**config.mk**
```make
export PLATFORM = sky130hd
export DESIGN_NAME = ces_core_events
export DESIGN_NICKNAME = d
export VERILOG_FILES = /design/src/include/ces_pkg.sv /design/src/hw/ces_core_events.sv
export SDC_FILE = /design/constraint.sdc
export NUM_CORES = 1
export LEC_CHECK = 0
export BUFFER_PORTS_ARGS = -buffer_cell sky130_fd_sc_hd__buf_2
export CORE_MARGIN = 4
export CORE_UTILIZATION = 45
export CTS_CLUSTER_SIZE = 12
export DETAILED_ROUTE_END_ITERATION = 16
export PLACE_DENSITY = 0.7
export REMOVE_ABC_BUFFERS = 1
export SLEW_MARGIN = 40
export SYNTH_ARGS = -nofsm -noshare
export SYNTH_HDL_FRONTEND = slang
export SYNTH_SLANG_ARGS = --single-unit
```
**constraint.sdc**
```tcl
create_clock -name clk_sys -period 3.15 [get_ports clk_sys]
set_input_delay 0.4725 -clock clk_sys [delete_from_list [all_inputs] [get_ports clk_sys]]
set_output_delay 0.4725 -clock clk_sys [all_outputs]
set_load 0.05 [all_outputs]
```
**src/include/ces_pkg.sv**
```systemverilog
// Shared constants and types for the core event source block
package ces_pkg;
   localparam int WORD_W       = 32;
   localparam int CMDQ_DEPTH   = 16;
   localparam int INMBOX_DEPTH = 4;
   localparam int OUTMBOX_NUM  = 2;
   localparam int OUT_INTR_IDX = 1;
   localparam int SIG_NUM      = 2;
   localparam int CLASS_W      = 8;
   localparam int OPCODE_W     = 16;
   localparam int ADDR_W       = 64;
   localparam int LINE_BITS    = 7;
   // Event vector bit positions
   localparam int EVT_NUM      = 6;
   localparam int EVT_CMDQ     = 0;
   localparam int EVT_INMBOX   = 1;
   localparam int EVT_SIG1     = 2;
   localparam int EVT_SIG2     = 3;
   localparam int EVT_RESV     = 4;
   localparam int EVT_ATTN     = 5;
   localparam logic [EVT_NUM-1:0] EVT_RST = 6'h00;
   localparam logic [WORD_W-1:0]  WORD_RST = 32'h00000000;
   // Command word written by the core
   typedef struct packed {
      logic [CLASS_W-1:0]  class_id;
      logic [OPCODE_W-1:0] opcode;
   } ces_cmd_t;
endpackage

```
**src/hw/ces_core_events.sv**
```systemverilog
// Event sources, command queue, mailboxes and signal registers of the attached core

module ces_fifo #(
   parameter int WIDTH = 32,
   parameter int DEPTH = 4
) (
   input  wire logic                       clk_sys,
   input  wire logic                       sys_rst,
   input  wire logic                       clk_en,
   input  wire logic                       in_valid,
   input  wire logic [WIDTH-1:0]           in_data,
   output logic                            in_ready,
   output logic                            out_valid,
   output logic [WIDTH-1:0]                out_data,
   input  wire logic                       out_ready,
   output logic [$clog2(DEPTH+1)-1:0]      count
);
   localparam int AW = (DEPTH > 1) ? $clog2(DEPTH) : 1;
   localparam int CW = $clog2(DEPTH + 1);

   logic [WIDTH-1:0] mem [DEPTH];
   logic [AW-1:0]    wr_ptr_r;
   logic [AW-1:0]    rd_ptr_r;
   logic [CW-1:0]    cnt_r;
   logic             push;
   logic             pop;

   function automatic logic [AW-1:0] ptr_inc(input logic [AW-1:0] p);
      return (p == AW'(DEPTH - 1)) ? '0 : p + AW'(1);
   endfunction

   // Full stalls the writer, empty stalls the reader
   assign in_ready  = (cnt_r != CW'(DEPTH));
   assign out_valid = (cnt_r != '0);
   assign out_data  = mem[rd_ptr_r];
   assign count     = cnt_r;
   assign push      = clk_en && in_valid && in_ready;
   assign pop       = clk_en && out_valid && out_ready;

   // Storage, written only at the tail so order is kept
   always_ff @(posedge clk_sys) begin
      if (push) begin
         mem[wr_ptr_r] <= in_data;
      end
   end

   // Pointers and occupancy
   always_ff @(posedge clk_sys) begin
      if (sys_rst) begin
         wr_ptr_r <= '0;
         rd_ptr_r <= '0;
         cnt_r    <= '0;
      end else begin
         if (push) begin
            wr_ptr_r <= ptr_inc(wr_ptr_r);
         end
         if (pop) begin
            rd_ptr_r <= ptr_inc(rd_ptr_r);
         end
         if (push && !pop) begin
            cnt_r <= cnt_r + CW'(1);
         end else if (pop && !push) begin
            cnt_r <= cnt_r - CW'(1);
         end
      end
   end
endmodule

module ces_core_events #(
   parameter int ADDR_BITS = ces_pkg::ADDR_W,
   parameter int LINE_LSB  = ces_pkg::LINE_BITS
) (
   input  wire logic                                              clk_sys,
   input  wire logic                                              sys_rst,
   input  wire logic                                              clk_en,
   // Core command channel
   input  wire logic                                              cmd_wr_valid,
   input  wire ces_pkg::ces_cmd_t                                 cmd_wr,
   output logic                                                   cmd_wr_ready,
   output logic                                                   cmd_issue_valid,
   output ces_pkg::ces_cmd_t                                      cmd_issue,
   input  wire logic                                              cmd_issue_ready,
   // Inbound mailbox, MMIO side and core side
   input  wire logic                                              inmbox_wr_valid,
   input  wire logic [ces_pkg::WORD_W-1:0]                        inmbox_wr_data,
   output logic                                                   inmbox_wr_ready,
   input  wire logic                                              inmbox_rd,
   output logic [ces_pkg::WORD_W-1:0]                             inmbox_rd_data,
   output logic [$clog2(ces_pkg::INMBOX_DEPTH+1)-1:0]             inmbox_count,
   // Outbound mailboxes, core writes and host reads
   input  wire logic [ces_pkg::OUTMBOX_NUM-1:0]                   outmbox_wr,
   input  wire logic [ces_pkg::OUTMBOX_NUM-1:0][ces_pkg::WORD_W-1:0] outmbox_wr_data,
   output logic [ces_pkg::OUTMBOX_NUM-1:0]                        outmbox_wr_ready,
   input  wire logic [ces_pkg::OUTMBOX_NUM-1:0]                   outmbox_rd,
   output logic [ces_pkg::OUTMBOX_NUM-1:0][ces_pkg::WORD_W-1:0]   outmbox_data,
   output logic [ces_pkg::OUTMBOX_NUM-1:0]                        outmbox_full,
   output logic                                                   host_irq,
   // Signal registers, MMIO writes and core reads
   input  wire logic [ces_pkg::SIG_NUM-1:0]                       sig_or_mode,
   input  wire logic [ces_pkg::SIG_NUM-1:0]                       sig_wr,
   input  wire logic [ces_pkg::SIG_NUM-1:0][ces_pkg::WORD_W-1:0]  sig_wr_data,
   input  wire logic [ces_pkg::SIG_NUM-1:0]                       sig_rd,
   output logic [ces_pkg::WORD_W-1:0]                             sig_rd_data,
   output logic [ces_pkg::SIG_NUM-1:0]                            sig_waiting,
   // Line reservation and snooped outside writes
   input  wire logic                                              resv_set,
   input  wire logic [ADDR_BITS-1:0]                              resv_addr,
   input  wire logic                                              snoop_wr_valid,
   input  wire logic [ADDR_BITS-1:0]                              snoop_wr_addr,
   output logic                                                   resv_valid,
   // Privileged attention and event flags
   input  wire logic                                              attn_set,
   input  wire logic [ces_pkg::EVT_NUM-1:0]                       evt_ack,
   output logic [ces_pkg::EVT_NUM-1:0]                            evt_pending
);
   import ces_pkg::*;

   logic [EVT_NUM-1:0]              evt_pending_r;
   logic [EVT_NUM-1:0]              evt_set;
   logic [$clog2(CMDQ_DEPTH+1)-1:0] cmdq_cnt;
   logic                            cmdq_pop;
   logic                            inmbox_push;
   logic                            inmbox_valid;
   logic [WORD_W-1:0]               inmbox_head;
   logic [WORD_W-1:0]               inmbox_rd_data_r;
   logic [SIG_NUM-1:0][WORD_W-1:0]  sig_val_r;
   logic [WORD_W-1:0]               sig_rd_data_r;
   logic [OUTMBOX_NUM-1:0]          outmbox_full_r;
   logic [OUTMBOX_NUM-1:0][WORD_W-1:0] outmbox_data_r;
   logic                            resv_valid_r;
   logic [ADDR_BITS-LINE_LSB-1:0]   resv_line_r;
   logic                            resv_lost;

   // Command queue; a full queue holds cmd_wr_ready low, stalling the write
   ces_fifo #(.WIDTH($bits(ces_cmd_t)), .DEPTH(CMDQ_DEPTH)) u_cmdq (
      .clk_sys   (clk_sys),
      .sys_rst   (sys_rst),
      .clk_en    (clk_en),
      .in_valid  (cmd_wr_valid),
      .in_data   (cmd_wr),
      .in_ready  (cmd_wr_ready),
      .out_valid (cmd_issue_valid),
      .out_data  (cmd_issue),
      .out_ready (cmd_issue_ready),
      .count     (cmdq_cnt)
   );
   assign cmdq_pop = clk_en && cmd_issue_valid && cmd_issue_ready;

   // Four-deep inbound mailbox, order kept by the FIFO
   ces_fifo #(.WIDTH(WORD_W), .DEPTH(INMBOX_DEPTH)) u_inmbox (
      .clk_sys   (clk_sys),
      .sys_rst   (sys_rst),
      .clk_en    (clk_en),
      .in_valid  (inmbox_wr_valid),
      .in_data   (inmbox_wr_data),
      .in_ready  (inmbox_wr_ready),
      .out_valid (inmbox_valid),
      .out_data  (inmbox_head),
      .out_ready (inmbox_rd),
      .count     (inmbox_count)
   );
   assign inmbox_push = clk_en && inmbox_wr_valid && inmbox_wr_ready;

   // Mailbox read takes one entry and registers it
   always_ff @(posedge clk_sys) begin
      if (sys_rst) begin
         inmbox_rd_data_r <= WORD_RST;
      end else if (clk_en && inmbox_rd && inmbox_valid) begin
         inmbox_rd_data_r <= inmbox_head;
      end
   end

   // One-deep send mailboxes; full blocks the next core write
   always_ff @(posedge clk_sys) begin
      if (sys_rst) begin
         outmbox_full_r <= '0;
         outmbox_data_r <= '0;
      end else if (clk_en) begin
         for (int i = 0; i < OUTMBOX_NUM; i++) begin
            if (outmbox_wr[i] && !outmbox_full_r[i]) begin
               outmbox_full_r[i] <= 1'b1;
               outmbox_data_r[i] <= outmbox_wr_data[i];
            end else if (outmbox_rd[i]) begin
               outmbox_full_r[i] <= 1'b0;
            end
         end
      end
   end

   // Signal registers; a write in the same cycle as a read survives the clear
   always_ff @(posedge clk_sys) begin
      if (sys_rst) begin
         sig_val_r     <= '0;
         sig_rd_data_r <= WORD_RST;
      end else if (clk_en) begin
         for (int i = 0; i < SIG_NUM; i++) begin
            if (sig_rd[i]) begin
               sig_rd_data_r <= sig_val_r[i];
            end
            if (sig_wr[i]) begin
               if (sig_or_mode[i] && !sig_rd[i]) begin
                  sig_val_r[i] <= sig_val_r[i] | sig_wr_data[i];
               end else begin
                  sig_val_r[i] <= sig_wr_data[i];
               end
            end else if (sig_rd[i]) begin
               sig_val_r[i] <= WORD_RST;
            end
         end
      end
   end

   // Reservation: an outside write into the line drops it, unless resv_set comes in the same cycle
   assign resv_lost = resv_valid_r && snoop_wr_valid &&
                      (snoop_wr_addr[ADDR_BITS-1:LINE_LSB] == resv_line_r);
   always_ff @(posedge clk_sys) begin
      if (sys_rst) begin
         resv_valid_r <= 1'b0;
         resv_line_r  <= '0;
      end else if (clk_en) begin
         if (resv_set) begin
            resv_valid_r <= 1'b1;
            resv_line_r  <= resv_addr[ADDR_BITS-1:LINE_LSB];
         end else if (resv_lost) begin
            resv_valid_r <= 1'b0;
         end
      end
   end

   // Event sources
   always_comb begin
      evt_set             = '0;
      evt_set[EVT_CMDQ]   = cmdq_pop;
      evt_set[EVT_INMBOX] = inmbox_push;
      evt_set[EVT_SIG1]   = sig_wr[0];
      evt_set[EVT_SIG2]   = sig_wr[1];
      evt_set[EVT_RESV]   = resv_lost;
      evt_set[EVT_ATTN]   = attn_set;
   end

   // Sticky flags; a new event beats an acknowledge in the same cycle
   always_ff @(posedge clk_sys) begin
      if (sys_rst) begin
         evt_pending_r <= EVT_RST;
      end else if (clk_en) begin
         evt_pending_r <= (evt_pending_r & ~evt_ack) | evt_set;
      end
   end

   assign evt_pending      = evt_pending_r;
   assign inmbox_rd_data   = inmbox_rd_data_r;
   assign sig_rd_data      = sig_rd_data_r;
   assign outmbox_full     = outmbox_full_r;
   assign outmbox_data     = outmbox_data_r;
   assign outmbox_wr_ready = ~outmbox_full_r;
   assign host_irq         = outmbox_full_r[OUT_INTR_IDX];
   assign resv_valid       = resv_valid_r;
   always_comb begin
      for (int i = 0; i < SIG_NUM; i++) begin
         sig_waiting[i] = (sig_val_r[i] != WORD_RST);
      end
   end
endmodule

```
Word level (Yosys, flattened, before mapping)
Memory sizes are Yosys's and may differ from the RTL's. A register that Yosys moved wholly into a read port is not among the register bits.
Index checks and enable logic that the tools add are counted.
- register bits: 246
- bits in writable memories: 512
- input bits: 338
- output and inout bits: 172
- word-level logic and storage cells: 116
- memories kept: 2
- add/sub/neg operators: 8
- equality and inequality tests: 7
- mux-type cells: 28
- bitwise operators: 6
- reduce and logical (&&, ||, !) cells: 49
- memories (memory ; depth ; width ; read ports ; clocked after Yosys merged registers in ; write ports ; RTL line ; source):
    u_cmdq.mem ; 16 ; 24 ; 1 ; 1 ; 1 ; ces_core_events.sv:21 ; logic [WIDTH-1:0] mem [DEPTH];
    u_inmbox.mem ; 4 ; 32 ; 1 ; 1 ; 1 ; ces_core_events.sv:21 ;
- operators by type and width (operator ; count):
    32-bit 2-to-1 mux ; 8
    32-bit OR ; 2
    32-bit nonzero test ; 2
    57-bit == test ; 1
    1-bit logical AND ; 20
    2-bit AND reduction ; 9
    4-bit 2-to-1 mux ; 4
    2-bit nonzero test ; 8
    1-bit 2-to-1 mux ; 10
    5-bit 2-to-1 mux ; 2
    4-bit by 1-bit adder with 4-bit output (second input constant) ; 2
    4-bit == test (second input constant) ; 2
    1-bit logical NOT ; 8
    6-bit bitwise AND ; 1
    3-bit 2-to-1 mux ; 2
    6-bit inverter ; 1
    6-bit OR ; 1
    5-bit by 1-bit adder with 5-bit output (second input constant) ; 1
    5-bit != test (second input constant) ; 1
    5-bit nonzero test ; 1
    5-bit by 1-bit subtractor with 5-bit output (second input constant) ; 1
    2-bit by 1-bit adder with 2-bit output (second input constant) ; 2
    2-bit == test (second input constant) ; 2
    2-bit 2-to-1 mux ; 2
    5 further kinds ; 5

Longest topological paths before layout
Gate-level depths: netlist of the first run.
- word-level depth: 6
- depth in mapped cells: 13
- depth with buffers taken out: 13

Cells and area by module
A second synthesis of the first run with hierarchy kept.
- cells, all modules: 2091
- area, all modules: 30495.5 um2
- modules (own cells, without submodules) (module ; times used ; cells each ; area each (um2) ; sequential area each (um2)):
    ces_fifo at u_cmdq ; 1 ; 701 ; 15319.7 ; 11871.4
    ces_core_events ; 1 ; 1173 ; 10063.4 ; 5165.0
    ces_fifo at u_inmbox ; 1 ; 217 ; 5112.4 ; 4023.9

Worst setup path before layout of the first run
No wires, ideal clock.
- path kind: reg2reg
- start point: register u_cmdq.cnt_r[0], in the netlist u_cmdq.count[0]
- end point: memory u_cmdq.mem[3][0] (netlist bit), enable pin
- setup time: 0.435 ns
- arrival: 2.991 ns
- required time: 2.715 ns
- setup slack: -0.276 ns
- cell stages (with the launch flop): 7
- buffers on the path: 1
- clock period less this slack: 3.426 ns
- cell sequence: dfxtp_1 -> nor4_1 -> nand2_1 -> and3_1 -> buf_2 -> nand2_1 -> nor3_1
- cells in the longest elaborated chain, start to end: 4
- RTL lines (element ; RTL line ; source):
    start, declared ; ces_core_events.sv:24 ; logic [CW-1:0] cnt_r;
    start signal, assigned ; ces_core_events.sv:61 ; cnt_r <= cnt_r + CW'(1);
    start signal, assigned ; ces_core_events.sv:63 ; cnt_r <= cnt_r - CW'(1);
    5-bit != test ; ces_core_events.sv:33 ; assign in_ready = (cnt_r != CW'(DEPTH));
    via cmd_wr_ready ; ces_core_events.sv:79 ; output logic cmd_wr_ready,
    1-bit logical AND ; ces_core_events.sv:37 ; assign push = clk_en && in_valid && in_ready;
    via u_cmdq.push ; ces_core_events.sv:25 ; logic push;
    1-bit 2-to-1 mux ; ces_core_events.sv:42 ; if (push) begin
    1-bit 2-to-1 mux (implied by the code) ; ces_core_events.sv:43 ; mem[wr_ptr_r] <= in_data;
    end, declared ; ces_core_events.sv:21 ;
The timed path passes the listed nets, and every way through them passes these cells.

==> impl_metrics.toml, run 1 <==
[status]
status = "completed"

[cts]
cts_max_level = 3
clockRootBuffer = "clkbuf_16"
clk-insertion-delay-late_ns = 0.63
cts_tree = "done"
holdBufCountCts = 0
clk_path_buf_depth = 3
cts_made_buffers = 84
clk_pin_slew_ns = 0.06
cts.sinks = 794

[critical_path]
max_stage_delay_ns = 0.55
crit_family = "multiplexers"
critPathBufInv = 3
worst_path_max_delay_cell = "mux4_2"
path_class = "reg2out"
path_cells = "clkbuf_16 > clkbuf_16 > mux4_2 > mux4_2 > buf_4"
worst_setup_path_end_kind = "output port"
worstPathMaxFanout = 6
cp-start-kind = "flip-flop"
crit_arrival_ns = 2.66
cp.required_ns = 2.68

[global_routing]
grt_pass1_wl_mm = 118
grt_overflow = 0
grt_pass1_vias = 19589
grt_use_total_pct = 21.6
antenna_found_initial = 20
grt_max_degree = 78

[detailed_routing]
routedWlPerCell_um = 22.7
firstDrtPassIters = 7
num_vias = 19417
wl_mm = 79.5
drc = 0
via_per_inst = 5.55
postRouteAntennaNets = 0
dr.first_iter.drc_count = 1484

[synthesis]
synth_seq_cells = 794
ys_seq_area_share_pct = 69.8
synthArstFlopShare_pct = 0
yosysUniqueCellTypes = 41
yosysTopAreaCellShare_pct = 51.0
syn_inst = 2035
syn_area_um2 = 30100
yosys_warnings = 0
synth.area.top_cells = "edfxtp_1 51%, dfxtp_1 19%, mux4_2 11%"
synth_ff_type = "edfxtp_1"
post-synth-top-area-cell = "edfxtp_1"
syn_area_per_cell_um2 = 14.8
synth_edf_count = 512

[power_and_ir_drop]
p_leak_nw = 13.2
pwr-share-clk_pct = 36.9
p_int_mw = 18.2
seq_power_share_pct = 47.2
pwr-share-comb_pct = 15.9
vdd_drop_max_mv = 0.545
sw_frac_of_total_pct = 26.6
powerDensity_nw_per_um2 = 675
p_sw_mw = 6.60

[sta]
drv_slew = 0
min_period_over_period_pct = 99.5
relSlewSlack_pct = 52.8
setup_viol = 0
layout_min_cycle_time_ns = 3.14
finalClockSkew_ns = 0.0143
timing.hold.ws_ns = 0.0564
fmax_ghz = 0.319
tightest_slew_ns = 0.708
hold_viol_final = 0
rsz0062_at_grt = "yes"

[place]
dpl.hpwl_mm = 50.2
gp_congestion = 0.876
dpl.cell_count = 3327
io_buffers = 495

[finish]
regArea_um2 = 21000
postLayoutCoreUtil_pct = 55.7
final_nets = 2919
final_layout_size_suffix_gt1_share_pct = 33.1
area_delta_synth_final_pct = 22.1
num-fill-cells = 5263
multi_input_area_um2 = 8550
final_cell_count_no_fill = 3501

[floorplanning]
dieArea_um2 = 71200
io_pins = 510
die_w_um = 267
fp.dieH_um = 267
core-area_um2 = 66100
rows = 94
start_util_pct = 45.6

[worst_hold_path]
hold_path.class = "in2reg"

[job]
cap_violations = 0
-- cells by family after synthesis --
family / synth area share [%]
XOR/XNOR: 1.89
AO/OA/AOI/OAI: 5.56
multiplexers: 12.6
flip-flops: 69.8
AND/OR/NAND/NOR: 7.32
buffers and inverters: 2.10
adder cells (fa/ha/maj): 0.797
-- worst reg2reg max path, stage by stage (launching register included) --
cell and delay (ns):
dfxtp_1 0.35, nor4_2 0.34, nand2b_1 0.11, and3_1 0.22, inv_2 0.11, ha_1 0.23, inv_1 0.12, ha_1 0.31
nor2b_1 0.14, o21a_1 0.17, or3_1 0.30, a21oi_1 0.19, xnor2_1 0.14, nor2_1 0.05
-- final cells by class --
cell class | count | area share [%]
well taps | 864 | 2.94
clock inverters | 32 | 0.642
repair buffers | 575 | 9.54
clock buffers | 115 | 6.31
flip-flops and latches | 794 | 57.1
inverters | 12 | 0.122
multi-input cells | 1096 | 23.2
diodes | 13 | 0.0884
-- metrics by stage --
step	TNS [ns]	cell area, µm²	setup WS (ns)	power (mW)
finish	0	36800	0.0148	24.8
global route	-0.141	36800	-0.0631	25.8
CTS	-0.0521	36500	-0.0291	24.8
detailed placement	0	33900	0.176	15.6
global placement	0	33900	0.161	15.5
floorplan	-91.25	29500	-2.62	14.4
-- state kept, by name, summed over array words and instances, names as in the netlist, named ones only --
signal	count
evt_pending	6
inmbox_rd_data	32
outmbox_data	64
outmbox_full	2
resv_line_r	57
resv_valid	1
sig_rd_data	32
sig_val_r	64
u_cmdq.count	5
u_cmdq.mem	384
u_cmdq.rd_ptr_r	4
u_cmdq.wr_ptr_r	4
u_inmbox.count	3
u_inmbox.mem	128
u_inmbox.rd_ptr_r	2
u_inmbox.wr_ptr_r	2
-- power by group through the flow --
stage / Sequential [mW] / Combinational, mW / Clock, mW
after global routing: 11.8 / 4.24 / 9.84
after floorplan: 12.5 / 1.90 / 0
after global placement: 11.9 / 3.61 / 0
after CTS: 11.7 / 3.80 / 9.34
after detailed placement: 11.9 / 3.68 / 0
final: 11.7 / 3.95 / 9.17
-- per-layer routing --
metal,GRT usage [%],part of all wire (%),wire length [µm]
met5,0,0.072,57
met4,6.92,3.0,2420
met3,5.61,8.0,6370
met2,36.3,51,40300
met1,27.5,38,30400
-- worst paths after layout --
path         depth (start not counted)                from                   to  slack [ns]
max                                  5           flip-flop        cmd_issue[15]        0.01
min                                  1  inmbox_wr_data[16]  u_inmbox.mem[1][16]        0.06
max reg2reg                         13     u_cmdq.count[0]      u_cmdq.count[4]        0.26
min reg2reg                          2  inmbox_rd_data[30]   inmbox_rd_data[30]        0.45
-- layout by cell type, fill, tap and decap left out, types with 65 or more instances in the layout --
| master | synthesis | final |
|---|---|---|
| edfxtp_1 | 512 | 512 |
| buf_2 | 18 | 478 |
| nand2_1 | 335 | 335 |
| dfxtp_1 | 282 | 278 |
| a21oi_1 | 174 | 174 |
| mux4_2 | 152 | 152 |
| nor2_1 | 132 | 120 |
| clkbuf_16 | 0 | 92 |
| buf_4 | 1 | 66 |
| a22oi_1 | 65 | 65 |
-- cell usage after synthesis (7+ instances only) --
cell type,number
a211oi_1,32
a21oi_1,174
a22oi_1,65
and2_1,7
buf_1,17
buf_2,18
clkbuf_1,90
dfxtp_1,282
edfxtp_1,512
ha_1,16
inv_1,10
mux2i_1,37
mux4_2,152
nand2_1,335
nand4_1,20
nor2_1,132
nor4_1,20
xnor2_1,59
-- what timing repair did --
| action | CTS | global route |
|---|---|---|
| setup endpoints to repair | 22 | 18 |
| cloned | 1 | 6 |
| hold endpoints to repair | 0 | 0 |
| resized for setup | 12 | 29 |
| setup buffers | 2 | 5 |
Power figures use the tool's default switching activity.
==> run 2, diff against run 1 <==
Settings changed: RECOVER_POWER set to 100.
==> impl_metrics.toml, run 2 (synthesis results as in run 1) <==
[status]
status = "finished with violations"
violations = "capacitance limit, slew limit"

[detailed_routing]
routedWlPerCell_um = 22.7
dr.first_iter.drc_count = 1453
drc = 0
wl_mm = 79.4
firstDrtPassIters = 5
postRouteAntennaNets = 0
via_per_inst = 5.54
num_vias = 19393

[power_and_ir_drop]
powerDensity_nw_per_um2 = 681
vdd_drop_max_mv = 0.526
fin_total_pwr_mw = 24.8
p_leak_nw = 12.3

[sta]
tightest_slew_ns = 1.91
fmax_ghz = 0.318
relSlewSlack_pct = -27.7
setup_viol = 0
timing.hold.ws_ns = 0.0750
finalClockSkew_ns = 0.0160
rsz0062_at_grt = "yes"
layout_min_cycle_time_ns = 3.15
drv_slew = 192
min_period_over_period_pct = 99.9
hold_viol_final = 0

[global_routing]
grt_pass1_vias = 19589
grt_max_degree = 78
grt_pass1_wl_mm = 118
grt_use_total_pct = 21.6
antenna_found_initial = 19
grt_overflow = 0

[critical_path]
worst_path_max_delay_cell = "mux4_2"
reg2reg_to = "u_cmdq.count[4]"
cp-start-kind = "flip-flop"
r2r_start = "u_cmdq.count[0]"
cp.required_ns = 2.68
worst-r2r-setup-slack_ns = 0.21
path_cells = "clkbuf_16 > clkbuf_16 > mux4_2 > mux4_2 > buf_4"
worst_setup_path_end_kind = "output port"
crit_family = "multiplexers"
path_class = "reg2out"
crit_arrival_ns = 2.67
max_stage_delay_ns = 0.55
worstPathMaxFanout = 6
reg2reg_depth = 13
endpoint = "cmd_issue[15]"
worst-path-stages = 5
critPathBufInv = 3

[cts]
cts_made_buffers = 84
cts_tree = "done"
clk_pin_slew_ns = 0.06
clk-insertion-delay-late_ns = 0.63
cts.sinks = 794
clk_path_buf_depth = 3
clockRootBuffer = "clkbuf_16"
cts_max_level = 3

[finish]
regMostFlops = "u_cmdq.mem"
layout_common_cells = "512 x edfxtp_1, 335 x nand2_1, 278 x dfxtp_1"
final_layout_size_suffix_gt1_share_pct = 24.5
mostFrequentLayoutCell = "edfxtp_1"
largest_register_ffs = 384
num-fill-cells = 5416
area_delta_synth_final_pct = 20.7
final_nets = 2919
top_regs = "u_cmdq.mem x384, u_inmbox.mem x128"

[floorplanning]
rows = 94
dieArea_um2 = 71200
io_pins = 510
die_w_um = 267
start_util_pct = 45.6
fp.dieH_um = 267
core-area_um2 = 66100

[place]
dpl.hpwl_mm = 50.2
gp_congestion = 0.876
io_buffers = 495

[worst_hold_path]
hold_depth = 3
hold_path.class = "in2reg"

[job]
cap_violations = 3
## run 2: changes by cell type in the layout (fill, tap and decap cells not counted), sizes merged
cell	previous run	this run
diode	13	15
clkbuf	122	363
buf	568	327
## run 2: worst min-delay path, stage by stage
cell	delay [ns]
buf_2	0.09
nand2_1	0.04
a21oi_1	0.05
## run 2: report_power, final
part / switching, mW / total (mW) / internal, mW
Sequential: 0.271 / 11.7 / 11.5
Combinational: 2.33 / 3.87 / 1.53
Clock: 3.99 / 9.17 / 5.18
Total: 6.59 / 24.8 / 18.2
## run 2: layout make-up
| cell class | instances | area (µm²) | area share, % |
|---|---|---|---|
| Clock inverter | 32 | 236 | 0.650 |
| Multi-Input combinational cell | 1096 | 8520 | 23.4 |
| Sequential cell | 794 | 21000 | 57.8 |
| Inverter | 12 | 45.0 | 0.124 |
| Antenna cell | 15 | 37.5 | 0.103 |
| Tap cell | 864 | 1080 | 2.97 |
| Timing Repair Buffer | 575 | 3110 | 8.54 |
| Clock buffer | 115 | 2320 | 6.38 |
## run 2: layer usage
metal | vias up | wire length [µm] | global-route usage (%)
met5 | - | 56 | 0
met4 | 10 | 2390 | 6.92
met3 | 149 | 6380 | 5.61
met2 | 778 | 40400 | 36.3
met1 | 9785 | 30200 | 27.5
li1 | 8671 | - | -
## run 2: worst min-delay path by stage
stage,from,end,slack [ns]
3_5_place_dp,outmbox_data[32],outmbox_data[32],0.44
2_1_floorplan,resv_line_r[0],resv_line_r[0],0.44
6_report,outmbox_wr_data[12],outmbox_data[12],0.08
4_1_cts,inmbox_wr_data[16],u_inmbox.mem[1][16],0.01
5_1_grt,resv_addr[42],resv_line_r[35],0.06
3_3_place_gp,outmbox_data[43],outmbox_data[43],0.44
## run 2: stage by stage
step                      area [µm²]  setup slack (ns)  utilization (%)  setup TNS, ns  std cells
after global placement         33900             0.161             51.2              0       3327
after global routing           36400           -0.0631             55.0         -0.155       3494
after detailed placement       33900             0.176             51.2              0       3327
after floorplan                29500             -2.62                -         -91.25       1902
after CTS                      36500           -0.0291             55.2        -0.0521       3477
final                          36400           0.00353             55.0              0       3503
## run 2: what timing repair did
| item | in CTS | in global routing |
|---|---|---|
| gates resized for setup | 12 | 29 |
| setup endpoints to repair | 22 | 18 |
| cloned | 1 | 6 |
| hold buffers | 0 | 0 |
| buffers inserted | 2 | 5 |
==> run 3, diff against run 2 <==
--- a/config.mk
+++ b/config.mk
@@ -14,3 +14,2 @@
 export RECOVER_POWER = 100
-export REMOVE_ABC_BUFFERS = 1
 export SLEW_MARGIN = 40
--- a/constraint.sdc
+++ b/constraint.sdc
@@ -3,2 +3,2 @@
 set_output_delay 0.4725 -clock clk_sys [all_outputs]
-set_load 0.05 [all_outputs]
+set_load 0.005 [all_outputs]
==> impl_metrics.toml, run 3 (synthesis results as in run 1) <==
[detailed_routing]
postRouteAntennaNets = 0
dr.first_iter.drc_count = 1330
drc = 0
via_per_inst = 5.47
routedWlPerCell_um = 22.1
num_vias = 19112
firstDrtPassIters = 6
wl_mm = 77.3

[sta]
tightest_slew_ns = 1.97
fmax_ghz = 0.328
rsz0062_at_grt = "yes"
layout_min_cycle_time_ns = 3.05
setup_viol = 0
relSlewSlack_pct = -31.2
finalClockSkew_ns = 0.0261
hold_viol_final = 0
drv_slew = 138
min_period_over_period_pct = 96.9

[cts]
cts_max_level = 3
holdBufCountCts = 0
clk-insertion-delay-late_ns = 0.61
cts_made_buffers = 82
clk_pin_slew_ns = 0.06
clk_path_buf_depth = 3
cts_tree = "done"
cts.sinks = 794
clockRootBuffer = "clkbuf_16"

[global_routing]
grt_pass1_wl_mm = 116
antenna_found_initial = 30
grt_use_total_pct = 21.2
grt_overflow = 0
grt_max_degree = 94
grt_pass1_vias = 19561

[power_and_ir_drop]
vdd_drop_max_mv = 0.580
powerDensity_nw_per_um2 = 657
p_leak_nw = 12.2
p_sw_mw = 5.56
p_int_mw = 18.1
pwr-share-clk_pct = 38.9
seq_power_share_pct = 49.4
sw_frac_of_total_pct = 23.4
pwr-share-comb_pct = 11.7

[critical_path]
reg2reg_to = "u_cmdq.mem[1][12]"
worst_path_max_delay_cell = "mux4_2"
worst_setup_path_end_kind = "output port"
crit_arrival_ns = 2.58
reg2reg_depth = 7
worstPathMaxFanout = 27
max_stage_delay_ns = 0.55
crit_family = "multiplexers"
cp-start-kind = "flip-flop"
r2r_start = "u_cmdq.count[2]"
worst_path_most_repeated_cell = "mux4_2"
path_cells = "buf_16 > mux4_2 > mux4_2 > buf_6"
worst-r2r-setup-slack_ns = 0.26
path_class = "reg2out"
critPathBufInv = 2
cp.required_ns = 2.68

[worst_hold_path]
hold_path.class = "in2reg"
hold_path_end = "resv_line_r[6]"
hold_depth = 3
hold_start = "resv_addr[13]"

[finish]
area_delta_synth_final_pct = 19.7
postLayoutCoreUtil_pct = 54.6
top_regs = "u_cmdq.mem x384, u_inmbox.mem x128"
num-fill-cells = 5413
regMostFlops = "u_cmdq.mem"
mostFrequentLayoutCell = "edfxtp_1"
layout_common_cells = "512 x edfxtp_1, 335 x nand2_1, 296 x buf_2"
largest_register_ffs = 384
final_cell_area_um2 = 36100
regArea_um2 = 21000
final_layout_size_suffix_gt1_share_pct = 24.0
final_nets = 2894
multi_input_area_um2 = 8540

[job]
cap_violations = 4

[status]
status = "finished with violations"
violations = "capacitance limit, slew limit"

[floorplanning]
io_pins = 510
start_util_pct = 45.6
dieArea_um2 = 71200
rows = 94
die_w_um = 267
core-area_um2 = 66100
fp.dieH_um = 267

[synthesis]
syn_nets = 2391

[place]
io_buffers = 495
dpl.hpwl_mm = 48.8
gp_congestion = 0.886
placed_area_um2 = 33700
==> run 3: cell types whose count changed in the layout (fill, tap and decap cells not counted), sizes merged <==
cell,delta
clkinv,-19
buf,-2
bufinv,+2
diode,+10
clkinvlp,-1
==> run 3: what timing repair did <==
action,in CTS,in global routing
setup buffers,0,1
hold endpoints to repair,0,0
pin swaps,0,0
resized for setup,1,5
cloned,1,0
endpoints found under the setup margin,5,8
==> run 3: cell type report <==
class	count	area share [%]
Antenna cell	25	0.173
Clock buffer	136	6.65
Clock inverter	14	0.444
Inverter	12	0.125
Multi-Input combinational cell	1096	23.7
Sequential cell	794	58.3
Tap cell	864	3.00
Timing Repair Buffer	552	7.63
==> run 3: power groups by stage <==
stage	logic, mW	clock network, mW	registers [mW]
4_1_cts	2.88	9.43	11.7
6_report	2.77	9.22	11.7
5_1_grt	3.06	9.87	11.7
3_5_place_dp	2.83	0	11.9
3_3_place_gp	2.78	0	11.9
2_1_floorplan	1.81	0	11.8
==> run 3: worst max path at each step <==
stage                     depth (start not counted)                to             from  slack (ns)
after CTS                                         4      cmd_issue[3]        flip-flop      0.0005
after detailed placement                         13   u_cmdq.count[4]  u_cmdq.count[0]        0.21
final                                             4      cmd_issue[0]        flip-flop         0.1
after floorplan                                   6  u_cmdq.mem[3][0]  u_cmdq.count[0]        0.06
after global placement                           13   u_cmdq.count[4]  u_cmdq.count[0]        0.22
after global routing                              7   resv_line_r[26]           clk_en      -0.005
==> run 3: through the flow <==
step                      hold WS, ns  std cells  worst slack [ns]  power (mW)  TNS, ns
final                          0.0954       3493            0.0985        23.7        0
after global routing           0.0730       3489          -0.00509        24.7  -0.0106
after CTS                      0.0345       3467          0.000470        24.0        0
after detailed placement        0.444       3316             0.207        14.7        0
after global placement          0.439       3316             0.216        14.7        0
after floorplan                 0.448       2035            0.0639        13.7        0
==> run 3: tightest hold or removal path: stages <==
cell and delay, ns:
buf_2 0.10, nand2_1 0.04, a21oi_1 0.05
==> run 3: metal layers <==
| metal | vias to the layer above | GRT usage [%] | wire length, µm | part of all wire (%) |
|---|---|---|---|---|
| li1 | 8640 | - | - | - |
| met1 | 9627 | 25.5 | 29000 | 38 |
| met2 | 701 | 36.7 | 40100 | 52 |
| met3 | 142 | 5.72 | 5850 | 7.6 |
| met4 | 2 | 8.11 | 2290 | 3.0 |
| met5 | - | 0 | 19 | 0.025 |
